File: src/logic/lp_pin_defines.svh
// Behaviour
// RULE1: In deepest sleep the main pin selector is idle and this selector alone routes the pins.
// RULE2: Each low-power pin connects exactly one of its candidate signals, also in deep sleep.
// RULE3: The general-purpose select makes the pin a general IO of the low-power processor.
// RULE4: A peripheral select connects the pin to its UART or two-wire signal, not the general IO.
// RULE5: Select F0 puts DTR, DSR, RTS, CTS, RX and TX on pins 0 to 5; pin 6 has no F0 use.
// RULE6: Select F1 makes pins 0 to 6 general IOs, F3 puts data on pin 2 and clock on pin 3.
// RULE7: The per-pin selects sit in registers indexed by low-power IO number.
// RULE8: Software never enables UART flow control together with the two-wire bus.
// RULE9: After reset the USB data pins belong to the USB controller until reconfigured.
// RULE10: Software never enables the SDIO slave together with the USB controller.
// RULE11: The debug port may come from the USB pins, which frees the dedicated test pins.
// RULE12: Analog functions stay available in every power mode.
// RULE13: An unselected input function sees a constant 1 for pull-high, 0 for pull-low.
// RULE14: An unassigned select leaves the pad tri-stated and feeds no peripheral input.
`ifndef LP_PIN_DEFINES_SVH
`define LP_PIN_DEFINES_SVH

// ----------------------------------------
// function select codes
// ----------------------------------------
`define LP_SEL_UART 2'h0
`define LP_SEL_GPIO 2'h1
`define LP_SEL_NONE 2'h2
`define LP_SEL_TWI 2'h3
`define LP_SEL_RESET 2'h2

// ----------------------------------------
// pin positions and widths
// ----------------------------------------
`define LP_PIN_COUNT 7
`define LP_PIN_DTR 0
`define LP_PIN_DSR 1
`define LP_PIN_RTS 2
`define LP_PIN_CTS 3
`define LP_PIN_RXD 4
`define LP_PIN_TXD 5
`define LP_PIN_SDA 2
`define LP_PIN_SCL 3
`define LP_USB_GPIO_RESET 1'b0

`endif

File: src/logic/lp_pin_pkg.sv
`include "lp_pin_defines.svh"
package lp_pin_pkg;
   typedef enum logic [1:0]
   {
      SEL_UART = `LP_SEL_UART,
      SEL_GPIO = `LP_SEL_GPIO,
      SEL_NONE = `LP_SEL_NONE,
      SEL_TWI = `LP_SEL_TWI
   } lp_sel_e;

   // pad drive bundle, one bit per pin
   typedef struct packed
   {
      logic [`LP_PIN_COUNT-1:0] out;
      logic [`LP_PIN_COUNT-1:0] oe;
   } pad_drive_s;

   // uart inputs seen by the low-power uart
   typedef struct packed
   {
      logic set_ready_n;
      logic clear_send_n;
      logic receive_line;
   } uart_in_s;
endpackage

File: src/logic/low_power_pin_function_mux.sv
`timescale 1ns/1ps
`include "lp_pin_defines.svh"
module low_power_pin_function_mux
   import lp_pin_pkg::*;
(
   // clock and reset
   input wire logic clk,
   input wire logic nrst,
   // power state and ownership
   input wire logic deep_sleep,
   input wire logic lp_claim,
   // select configuration port
   input wire logic cfg_we,
   input wire logic [2:0] cfg_index,
   input wire logic [1:0] cfg_func,
   input wire logic usb_cfg_we,
   input wire logic usb_cfg_gpio,
   input wire logic debug_from_usb,
   // low-power pads
   input wire logic [`LP_PIN_COUNT-1:0] pad_in,
   output pad_drive_s pad_q,
   // main pin selector side
   input wire pad_drive_s main_drive,
   output logic [`LP_PIN_COUNT-1:0] main_in_q,
   output logic main_selector_active_q,
   // low-power processor general io
   input wire pad_drive_s low_power_general_io,
   output logic [`LP_PIN_COUNT-1:0] low_power_general_io_in_q,
   // low-power uart
   input wire logic lpuart_terminal_ready_n,
   input wire logic lpuart_request_send_n,
   input wire logic lpuart_transmit_line,
   output uart_in_s lpuart_in_q,
   // low-power two-wire bus, open drain
   input wire logic lp_twowire_data_low,
   input wire logic lp_twowire_clock_low,
   output logic lp_twowire_data_in_q,
   output logic lp_twowire_clock_in_q,
   // usb data pads
   input wire logic [1:0] usb_pad_in,
   input wire logic [1:0] usb_ctrl_out,
   input wire logic [1:0] usb_ctrl_oe,
   input wire logic [1:0] usb_gpio_out,
   input wire logic [1:0] usb_gpio_oe,
   output logic [1:0] usb_pad_out_q,
   output logic [1:0] usb_pad_oe_q,
   output logic [1:0] usb_ctrl_in_q,
   output logic [1:0] usb_gpio_in_q,
   // debug port and analog status
   output logic test_pins_free_q,
   output logic analog_available_q
);

   // ----------------------------------------
   // input synchronisers
   // ----------------------------------------
   logic [`LP_PIN_COUNT-1:0] pad_meta_q;
   logic [`LP_PIN_COUNT-1:0] pad_sync_q;
   logic [1:0] usb_meta_q;
   logic [1:0] usb_sync_q;

   // pads are asynchronous to clk, two stages before use
   always_ff @(posedge clk or negedge nrst)
   begin
      if (!nrst)
      begin
         pad_meta_q <= '0;
         pad_sync_q <= '0;
         usb_meta_q <= '0;
         usb_sync_q <= '0;
      end
      else
      begin
         pad_meta_q <= pad_in;
         pad_sync_q <= pad_meta_q;
         usb_meta_q <= usb_pad_in;
         usb_sync_q <= usb_meta_q;
      end
   end

   // ----------------------------------------
   // select registers
   // ----------------------------------------
   lp_sel_e sel_q [`LP_PIN_COUNT];
   lp_sel_e sel_d [`LP_PIN_COUNT];
   logic usb_gpio_q;
   logic usb_gpio_d;
   logic owns_d;

   // low-power selector owns the pads in deep sleep or when claimed
   assign owns_d = deep_sleep | lp_claim; // RULE1

   // usb pads stay with the controller until software moves them
   always_comb
   begin
      usb_gpio_d = usb_gpio_q;
      if (usb_cfg_we)
      begin
         usb_gpio_d = usb_cfg_gpio; // RULE9
      end
   end

   genvar gi;
   generate
      for (gi = 0; gi < `LP_PIN_COUNT; gi++)
      begin : g_sel
         // indexed by low-power io number, not package pin
         always_comb
         begin
            sel_d[gi] = sel_q[gi];
            if (cfg_we && (cfg_index == 3'(gi))) // RULE7
            begin
               sel_d[gi] = lp_sel_e'(cfg_func);
            end
         end

         always_ff @(posedge clk or negedge nrst)
         begin
            if (!nrst)
            begin
               sel_q[gi] <= lp_sel_e'(`LP_SEL_RESET);
            end
            else
            begin
               sel_q[gi] <= sel_d[gi];
            end
         end
      end
   endgenerate

   // ----------------------------------------
   // pad drive
   // ----------------------------------------
   pad_drive_s pad_d;
   logic [`LP_PIN_COUNT-1:0] gpio_in_d;

   generate
      for (gi = 0; gi < `LP_PIN_COUNT; gi++)
      begin : g_pad
         // exactly one source per pad; deep sleep or a claim switches it from main_drive to the select
         always_comb
         begin
            pad_d.out[gi] = 1'b0;
            pad_d.oe[gi] = 1'b0; // RULE14
            gpio_in_d[gi] = 1'b0;
            if (!owns_d)
            begin
               pad_d.out[gi] = main_drive.out[gi];
               pad_d.oe[gi] = main_drive.oe[gi];
            end
            else
            begin
               unique case (sel_q[gi]) // RULE2
                  SEL_GPIO:
                  begin
                     pad_d.out[gi] = low_power_general_io.out[gi]; // RULE3 RULE6
                     pad_d.oe[gi] = low_power_general_io.oe[gi];
                     gpio_in_d[gi] = pad_sync_q[gi];
                  end
                  SEL_UART:
                  begin
                     // outputs drive, inputs leave the pad floating
                     if (gi == `LP_PIN_DTR)
                     begin
                        pad_d.out[gi] = lpuart_terminal_ready_n; // RULE4 RULE5
                        pad_d.oe[gi] = 1'b1;
                     end
                     if (gi == `LP_PIN_RTS)
                     begin
                        pad_d.out[gi] = lpuart_request_send_n; // RULE5
                        pad_d.oe[gi] = 1'b1;
                     end
                     if (gi == `LP_PIN_TXD)
                     begin
                        pad_d.out[gi] = lpuart_transmit_line; // RULE5
                        pad_d.oe[gi] = 1'b1;
                     end
                  end
                  SEL_TWI:
                  begin
                     // open drain: only ever pulls low
                     if (gi == `LP_PIN_SDA)
                     begin
                        pad_d.oe[gi] = lp_twowire_data_low; // RULE4 RULE6
                     end
                     if (gi == `LP_PIN_SCL)
                     begin
                        pad_d.oe[gi] = lp_twowire_clock_low; // RULE6
                     end
                  end
                  SEL_NONE:
                  begin
                     pad_d.oe[gi] = 1'b0; // RULE14
                  end
               endcase
            end
         end
      end
   endgenerate

   // ----------------------------------------
   // peripheral inputs
   // ----------------------------------------
   uart_in_s uart_d;
   logic sda_d;
   logic scl_d;
   logic [1:0] usb_pad_out_d;
   logic [1:0] usb_pad_oe_d;

   // pull-high inputs idle at 1 when their function is not selected;
   // pins 2 and 3 serve either rts/cts or the two-wire bus, never both
   always_comb
   begin
      uart_d.set_ready_n = 1'b1; // RULE13
      uart_d.clear_send_n = 1'b1;
      uart_d.receive_line = 1'b1;
      sda_d = 1'b1;
      scl_d = 1'b1;
      if (owns_d)
      begin
         if (sel_q[`LP_PIN_DSR] == SEL_UART)
         begin
            uart_d.set_ready_n = pad_sync_q[`LP_PIN_DSR]; // RULE5
         end
         if (sel_q[`LP_PIN_CTS] == SEL_UART)
         begin
            uart_d.clear_send_n = pad_sync_q[`LP_PIN_CTS]; // RULE5 RULE8
         end
         if (sel_q[`LP_PIN_RXD] == SEL_UART)
         begin
            uart_d.receive_line = pad_sync_q[`LP_PIN_RXD]; // RULE5
         end
         if (sel_q[`LP_PIN_SDA] == SEL_TWI)
         begin
            sda_d = pad_sync_q[`LP_PIN_SDA]; // RULE6 RULE8
         end
         if (sel_q[`LP_PIN_SCL] == SEL_TWI)
         begin
            scl_d = pad_sync_q[`LP_PIN_SCL]; // RULE6
         end
      end
   end

   // usb pads: controller by default, general io after reconfiguration
   always_comb
   begin
      usb_pad_out_d = usb_ctrl_out; // RULE9
      usb_pad_oe_d = usb_ctrl_oe;
      if (usb_gpio_q)
      begin
         usb_pad_out_d = usb_gpio_out;
         usb_pad_oe_d = usb_gpio_oe;
      end
   end

   // ----------------------------------------
   // output registers
   // ----------------------------------------
   always_ff @(posedge clk or negedge nrst)
   begin
      if (!nrst)
      begin
         pad_q <= '0;
         main_in_q <= '0;
         main_selector_active_q <= 1'b0;
         low_power_general_io_in_q <= '0;
         lpuart_in_q <= '1;
         lp_twowire_data_in_q <= 1'b1;
         lp_twowire_clock_in_q <= 1'b1;
         usb_gpio_q <= `LP_USB_GPIO_RESET;
         usb_pad_out_q <= '0;
         usb_pad_oe_q <= '0;
         usb_ctrl_in_q <= '0;
         usb_gpio_in_q <= '0;
         test_pins_free_q <= 1'b0;
         analog_available_q <= 1'b0;
      end
      else
      begin
         pad_q <= pad_d;
         main_in_q <= owns_d ? '0 : pad_sync_q;
         main_selector_active_q <= ~deep_sleep; // RULE1
         low_power_general_io_in_q <= gpio_in_d;
         lpuart_in_q <= uart_d;
         lp_twowire_data_in_q <= sda_d;
         lp_twowire_clock_in_q <= scl_d;
         usb_gpio_q <= usb_gpio_d;
         usb_pad_out_q <= usb_pad_out_d;
         usb_pad_oe_q <= usb_pad_oe_d;
         usb_ctrl_in_q <= usb_gpio_q ? 2'h0 : usb_sync_q;
         usb_gpio_in_q <= usb_gpio_q ? usb_sync_q : 2'h0;
         // debug over usb only while the pads still belong to the controller
         test_pins_free_q <= debug_from_usb & ~usb_gpio_q; // RULE11
         analog_available_q <= 1'b1; // RULE12
      end
   end

endmodule // low_power_pin_function_mux

File: config.mk
export PLATFORM = sky130hd
export DESIGN_NAME = low_power_pin_function_mux
export DESIGN_NICKNAME = d
export VERILOG_FILES = /design/src/logic/lp_pin_pkg.sv /design/src/logic/low_power_pin_function_mux.sv
export VERILOG_INCLUDE_DIRS = /design/src /design/src/logic
export SDC_FILE = /design/constraint.sdc
export NUM_CORES = 1
export LEC_CHECK = 0
export BUFFER_PORTS_ARGS = -buffer_cell sky130_fd_sc_hd__buf_2
export CAP_MARGIN = 20
export CORE_ASPECT_RATIO = 1.75
export CORE_MARGIN = 5
export CORE_UTILIZATION = 42
export CTS_BUF_LIST = sky130_fd_sc_hd__clkbuf_4 sky130_fd_sc_hd__clkbuf_8
export DETAILED_ROUTE_END_ITERATION = 16
export HOLD_SLACK_MARGIN = 0.02
export PLACE_DENSITY = 0.71
export REMOVE_ABC_BUFFERS = 1
export SETUP_SLACK_MARGIN = 0.02
export SLEW_MARGIN = 20
export SYNTH_ARGS = -nofsm -noshare
export SYNTH_HDL_FRONTEND = slang
export SYNTH_SLANG_ARGS = --single-unit
File: constraint.sdc
create_clock -name clk -period 1.3 [get_ports clk]
set_input_delay 0.26 -clock clk [delete_from_list [all_inputs] [get_ports clk]]
set_output_delay 0.26 -clock clk [all_outputs]
set_load 0.02 [all_outputs]
### Word-level counts from Yosys, hierarchy flattened

Index checks and enable logic that the tools add are counted.

* register bits after elaboration: 77
* output and inout bits: 44

* eq/ne operators: 16
* muxes and demuxes: 55
* bitwise operators: 4
* reduce and logical (&&, ||, !) cells: 14

Operators by type and width (count)
* 1-bit two-way mux: 42
* 2-bit by 1-bit == test with 1-bit output (second input constant): 7
* 2-bit logical NOT: 6
* 1-bit one-hot mux with 2 select lines: 6
* 3-bit == test (second input constant): 3
* 2-bit two-way mux: 4
* 1-bit logical AND: 7
* 7-bit two-way mux: 1
* 2-bit == test (second input constant): 3
* 3-bit by 2-bit == test with 1-bit output (second input constant): 2
* 1-bit one-hot mux with 4 select lines: 1
* 3-bit by 1-bit == test with 1-bit output (second input constant): 1
* 3-bit logical NOT: 1
* 3-bit two-way mux: 1
* 1-bit inverter: 2
* 1-bit bitwise AND: 1
* 1-bit bitwise OR: 1

### Logic depth before layout (Yosys ltp)

Gate-level depths: netlist of the first run.

* depth in word-level cells: 3
* depth in mapped cells: 4

### Worst setup path after synthesis of the first run

Ideal clock, no wire load.

* path type: reg-to-reg
* start point: register sel_q[7] in the netlist's numbering
* end point: register pad_q[3] in the netlist's numbering
* setup time: 0.117 ns
* arrival: 0.986 ns
* path slack: 0.197 ns
* stages on the path, launching flop included: 4
* buffers on the path: 0
* clock period less this slack: 1.103 ns
* path through: dfstp_2 > mux2_2 > nand3_1 > nand2_1

RTL lines
* from (decl): line low_power_pin_function_mux.sv:84 `` lp_sel_e sel_q [`LP_PIN_COUNT]; ``
* from (signal, indexed assignment): line low_power_pin_function_mux.sv:121 `` sel_q[gi] <= lp_sel_e'(`LP_SEL_RESET); ``
* from (signal, indexed assignment): line low_power_pin_function_mux.sv:125 `sel_q[gi] <= sel_d[gi];`
* to (signal assigned): line low_power_pin_function_mux.sv:280 `pad_q <= pad_d;`
* to (decl): line low_power_pin_function_mux.sv:21 `output pad_drive_s pad_q,`

### Worst setup path in the final report of the first run

* start point: register lp_twowire_data_in_q
* end point: output lp_twowire_data_in_q

RTL lines
* from (decl): line low_power_pin_function_mux.sv:37 `output logic lp_twowire_data_in_q,`
* from (signal assigned): line low_power_pin_function_mux.sv:268 `lp_twowire_data_in_q <= 1'b1;`
* from (signal assigned): line low_power_pin_function_mux.sv:285 `lp_twowire_data_in_q <= sda_d;`

No word-level cell between the ends.

==> results of run 1 <==
-- area by class of cell --
cell class,instances,share of cell area [%]
Clock inverter,4,1.87
Inverter,1,0.100
Sequential cell,77,51.8
Clock buffer,12,4.23
Tap cell,80,2.67
Timing Repair Buffer,123,19.9
Multi-Input combinational cell,95,19.4
-- cells by family (layout without fill, tap and decap cells) --
group	after synthesis	in the layout	synth area share, %
DFF	77	77	72.1
and+or+nand+nor	57	57	13.2
muxes	24	24	9.89
AOI/OAI and AO/OA	13	13	3.81
buffers and inverters	5	140	0.882
other	1	1	0.139
-- how the worst min path moves through the flow --
stage,start,to
floorplan,nrst,analog_available_q
global placement,nrst,analog_available_q
detailed placement,nrst,analog_available_q
CTS,pad_in[3],pad_meta_q[3]
global route,pad_in[3],pad_meta_q[3]
finish,pad_in[3],pad_meta_q[3]
-- synth_stat cells (all sizes together) --
cell type   n
conb        1
nand2b      1
o31ai       6
buf         3
dfstp      12
a22o        6
dfrtp      65
clkbuf      1
or4         2
nor3b       6
a21oi       1
mux2i       3
and2       12
and4b       1
nor3        5
nor2b       5
or2         1
nand3       2
nor2        3
nand2      15
inv         1
nand4b      4
mux2       21
-- cells in the final DEF (no fill, tap or decap), drive strengths merged, types with 4 or more instances in the layout --
| cell | instances |
|---|---|
| buf | 114 |
| and2 | 12 |
| a22o | 6 |
| dfrtp | 65 |
| nor2b | 5 |
| dlygate4sd3 | 9 |
| nor3 | 5 |
| clkbuf | 12 |
| nand2 | 15 |
| nor3b | 6 |
| mux2 | 21 |
| nand4b | 4 |
| dfstp | 12 |
| o31ai | 6 |
-- where the power goes --
part,internal (mW),switching (mW),total (mW),leakage (nW)
Sequential,2.71,0.159,2.86,0.933
Clock,1.20,0.793,1.99,0.120
Combinational,0.422,0.450,0.872,0.818
Total,4.33,1.40,5.73,1.87
-- through the flow --
step	instances	utilization, %	TNS, ns	area (um2)	hold slack [ns]
finish	392	60.2	0	3750	0.0377
global route	392	60.2	0	3750	0.0256
CTS	391	59.8	0	3730	0.0234
detailed placement	367	54.7	0	3410	0.223
global placement	367	54.7	0	3410	0.220
floorplan	173	-	-0.619	2680	-0.0356
-- state kept, by name, summed over array words and instances, names as in the netlist, 2 cells and up --
name                       flops
usb_ctrl_in_q                  2
usb_pad_oe_q                   2
usb_sync_q                     2
main_in_q                      7
pad_sync_q                     7
usb_meta_q                     2
pad_meta_q                     7
usb_pad_out_q                  2
pad_q                         14
low_power_general_io_in_q      7
sel_q                         14
lpuart_in_q                    3
usb_gpio_in_q                  2
-- layer usage --
| metal | vias to the layer above | routed length (um) | global-route usage [%] |
|---|---|---|---|
| met4 | 0 | 199 | 10.0 |
| met1 | 909 | 1890 | 14.4 |
| met2 | 63 | 3160 | 25.8 |
| met3 | 18 | 380 | 3.91 |
| met5 | - | 0 | 0 |
| li1 | 870 | - | - |
-- timing repair --
item,4_1_cts,5_1_grt
hold buffers,8,1
gates resized for setup,5,4
hold endpoints to repair,29,1
pin swaps,0,0
cloned,0,0
endpoints found under the setup margin,5,4
==> metrics.md, run 1 <==
| Metric | Value |
|---|---|
| Yosys top cell by area | `dfrtp_1` |
| Final WS setup | `0.0593 ns` |
| Number of global-route vias before repair | `1,972` |
| Synth top area share | `around three fifths` |
| Max incr delay on CP | `0.53 ns` |
| Final Hold Fails | `0` |
| First-pass GRT wire length | `8.98 mm` |
| VDD IR max | `692 uV` |
| CTS Buf Count | `9` |
| Setup violators final | `0` |
| Routability cong. | `0.772` |
| Placement row count | `38` |
| Starting DRT DRC Count | `54` |
| Yosys reg bits | `77` |
| Clk_lat worst skew | `0.34 ns` |
| Share of post-route cells with drive strength above 1 | `51.6%` |
| CTS Sinks | `a little under 80` |
| Syn. warnings | `0` |
| Reg-to-reg endpoint | `pad_q[3]` |
| Number of port buffers | `106` |
| Crit-path max FO | `1` |
| Cell family with most CP delay | `flip-flops` |
| Buf/Inv on CP | `1` |
| R2R cell count | `3` |
| Clk buf depth | `2` |
| Data required, critical path | `1.04 ns` |
| Gate Count Post-Synth | `177` |
| Min Tclk post-route | `1.24 ns` |
| CP endpoint | `lp_twowire_data_in_q` |
| Root Driver | `clkbuf_8` |
| LEAKAGE | `~1.9 nW` |
| RSZ-0062 raised after global routing | `yes` |
| Seq/Total Area, Yosys | `72.1%` |
| DR vias | `1,860` |
| Top cells by area, synth | `dfrtp_1 (60%), dfstp_2 (12%), mux2_2 (5.4%)` |
| Status | `completed` |
| Overall power | `between 5 and 6 mW` |
| Cell Pwr Density | `1530 nW/um2` |
| Synth Area per Inst | `15.2 um2` |
| Sequential Area | `1940 um2` |
| GRT Total Usage | `14.5%` |
| Max_cap viols | `0` |
| Critical R2R Launch | `sel_q[7]` |
| Crit path launch | `lp_twowire_data_in_q` |
| Setup Buffers After CTS | `0` |
| Initial antenna violation count | `0` |
| Critical path type | `register to output pin` |
| Nets | `370` |
| Pre-Repair DR Iteration Count | `4` |
| Cell variety after synth | `27` |
| CP Launch Type | `register` |
| CTS tree | `yes` |
| Crit. End Element | `output pin` |
| Final Slew Violations | `0` |
| Ant. Diodes | `0` |
| Footprint of the multi-input gates | `~730 um2` |
| Routed len/inst | `14.4 um` |
| Initial core utilization | `43.3%` |
| Core area | `just over 6000 um2` |
| DRC | `0` |
| Routed WL | `5.63 mm` |
| Clk pin slew, worst setup/hold paths | `0.07 ns` |
| Fmax | `806 MHz` |
| Mapped cell area | `2700 um2` |
| Tcrit/Tclk final | `a little over nine tenths` |
| Fill cell count | `513` |
| Arr. time, crit path | `0.98 ns` |
| Vias/cell | `~4.7` |
| Die area | `8180 um2` |
| Total grt overflow | `0` |
| DRT antenna net count | `0` |
| Reg2Reg Setup Slack | `roughly 0.15 ns` |
| Setup Skew | `between 0.004 and 0.005 ns` |
| Pin count of the biggest net entering global routing | `31` |
| Htree depth | `3` |
| Hold Path Class | `input pin to register` |
| P&R area growth vs syn | `39.2%` |
| Hold Path Stages | `1` |
| Io pins | `107` |
| Setup slack at placement | `around 0.047 ns` |
| CP cell instances | `buf_6` |
| Die Ht | `116 um` |
| Critical Path Stages | `1` |
| DP HPWL | `4.28 mm` |
| Slowest-stage cell, CP | `dfstp_2` |
| Die W | `about 71 um` |
Power figures use the tool's default switching activity.
==> inputs of run 2 (changes only) <==
Settings changed: PLACE_DENSITY 0.71 to 0.78.
==> run 2 against run 1 <==
Critical path depth unchanged. Combinational power increased by 1%. Critical endpoint is now lpuart_in_q[0]. Global-route usage up 0.46 points. Final area down 1.5%. Clock-buffer cell count up 2. Clock skew increased by 0.0028 ns.
==> metrics.md, run 2 (synthesis gave the netlist of run 1 again) <==
| Metric | Value |
|---|---|
| Leading registers by flop count | `pad_q: 14 flops, sel_q: 14 flops` |
| Cell family with most CP delay | `flip-flops` |
| Hold Path Class | `input pin to register` |
| Root Driver | `clkbuf_8` |
| Number of port buffers | `106 (unchanged)` |
| DP HPWL | `4.47 mm (+4.5%)` |
| DR vias | `1,821 (-2.1%)` |
| VDD IR max | `713 uV (+3.1%)` |
| Die Ht | `116 um (unchanged)` |
| Routability cong. | `0.786 (+1.8%)` |
| Critical Path Stages | `1 (unchanged)` |
| Initial antenna violation count | `0 (unchanged)` |
| Data required, critical path | `1.04 ns (about the same)` |
| Crit-path max FO | `1 (unchanged)` |
| CTS tree | `yes` |
| Tcrit/Tclk final | `95.8% (+0.40 points)` |
| Vias/cell | `4.65 (-2.1%)` |
| Clk_lat worst skew | `0.34 ns (about the same)` |
| Most common cell after layout, fill and taps aside | `buf_2` |
| Number of global-route vias before repair | `1,932 (-2.0%)` |
| Hold Path Stages | `2 (+1)` |
| Max incr delay on CP | `0.53 ns (about the same)` |
| Slowest-stage cell, CP | `dfstp_2` |
| Starting DRT DRC Count | `58 (+7.4%)` |
| Cell Pwr Density | `1450 nW/um2 (-5.3%)` |
| Io pins | `107 (unchanged)` |
| Initial core utilization | `43.3% (unchanged)` |
| Die W | `70.6 um (unchanged)` |
| Setup Buffers After CTS | `0 (unchanged)` |
| Cell Area, Placed | `3400 um2 (-0.22%)` |
| First-pass GRT wire length | `9.11 mm (+1.5%)` |
| Crit. End Element | `output pin` |
| CP Launch Type | `register` |
| Final core occ | `59.3% (-0.90 points)` |
| Pin count of the biggest net entering global routing | `30 (-3.2%)` |
| Die area | `8180 um2 (unchanged)` |
| Max_cap viols | `0 (unchanged)` |
| CTS Buf Count | `9 (unchanged)` |
| Fmax | `803 MHz (-0.42%)` |
| Routed WL | `5.77 mm (+2.5%)` |
| Arr. time, crit path | `0.99 ns (about the same)` |
| Core area | `6230 um2 (unchanged)` |
| Final Slew Violations | `0 (unchanged)` |
| LEAKAGE | `1.84 nW (-1.5%)` |
| Buf/Inv on CP | `1 (unchanged)` |
| Share of post-route cells with drive strength above 1 | `51.3% (-0.32 points)` |
| Nets | `370 (unchanged)` |
| Placement row count | `38 (unchanged)` |
| Htree depth | `3 (unchanged)` |
| Fin area | `3700 um2 (-1.5%)` |
| Setup violators final | `0 (unchanged)` |
| TNS Setup | `0 ns (unchanged)` |
| P&R area growth vs syn | `37.1%` |
| Total grt overflow | `0 (unchanged)` |
| CTS Sinks | `77 (unchanged)` |
| CP cell instances | `buf_6` |
| R2R cell count | `3 (unchanged)` |
| Final Hold Fails | `0 (unchanged)` |
| Ant. Diodes | `0 (unchanged)` |
| DRC | `0 (unchanged)` |
| Pre-Repair DR Iteration Count | `6 (+2)` |
| Critical path type | `register to output pin` |
| Status | `completed` |
| Routed len/inst | `14.7 um (+2.5%)` |
| RSZ-0062 raised after global routing | `yes` |
| Clk buf depth | `2 (unchanged)` |
| Setup Skew | `0.00761 ns (+0.00284 ns)` |
| Most frequent cells in the layout | `buf_2 (100), dfrtp_1 (65), nand2_1 (15)` |
| DRT antenna net count | `0 (unchanged)` |
| Min Tclk post-route | `1.25 ns (+0.00525 ns)` |
| Clk pin slew, worst setup/hold paths | `0.08 ns (about the same)` |
| GRT Total Usage | `14.9% (+0.46 points)` |
## run 2: cell types whose count changed in the layout (fill, tap and decap cells not counted), sizes merged
cell | previous run | this run
dlygate4sd3 | 9 | 10
clkbuf | 12 | 14
buf | 114 | 113
bufinv | 2 | 0
## run 2: what timing repair did
| item | in CTS | in global routing |
|---|---|---|
| hold buffers | 10 | 0 |
| setup endpoints to repair | 4 | 3 |
| gates resized for setup | 4 | 3 |
| endpoints found under the hold margin | 27 | 0 |
## run 2: cell type report
cell class	instances	area [um2]
fill	520	2530
tap	80	100
inverter	1	3.75
multi-input combinational	95	729
clock inverter	2	10.0
sequential	77	1940
clock buffer	14	168
timing repair buffer	123	743
## run 2: per-stage QoR
step	hold WS, ns	worst slack (ns)	power [mW]	cells
after floorplan	-0.0356	-0.0736	3.33	173
after global placement	0.168	0.0940	3.73	366
after detailed placement	0.173	0.0242	3.77	366
after CTS	0.0804	0.0165	5.42	392
after global routing	0.0988	0.0166	5.58	392
final	0.101	0.0540	5.35	392
## run 2: where the power goes
part           total [mW]  switching [mW]  internal (mW)
clock                1.60           0.777          0.826
combinational       0.883           0.458          0.425
sequential           2.86           0.153           2.71
total                5.35            1.39           3.96
## run 2: path summary, 6_finish.rpt
kind	startpoint	endpoint	slack (ns)
max	lpuart_in_q[0]	lpuart_in_q[0]	0.05
min reg2reg	pad_meta_q[3]	pad_sync_q[3]	0.34
max reg2reg	sel_q[7]	pad_q[3]	0.14
max in group asynchronous	nrst	lpuart_in_q[1]	0.40
min in group asynchronous	nrst	analog_available_q	0.36
min	deep_sleep	main_selector_active_q	0.10
## run 2: metal layers
metal | GRT usage [%] | part of all wire (%) | vias up
met2 | 26.9 | 59 | 48
met3 | 4.34 | 4.9 | 14
met4 | 8.66 | 2.9 | 0
met5 | 0 | 0 | -
li1 | - | - | 871
met1 | 15.2 | 33 | 888
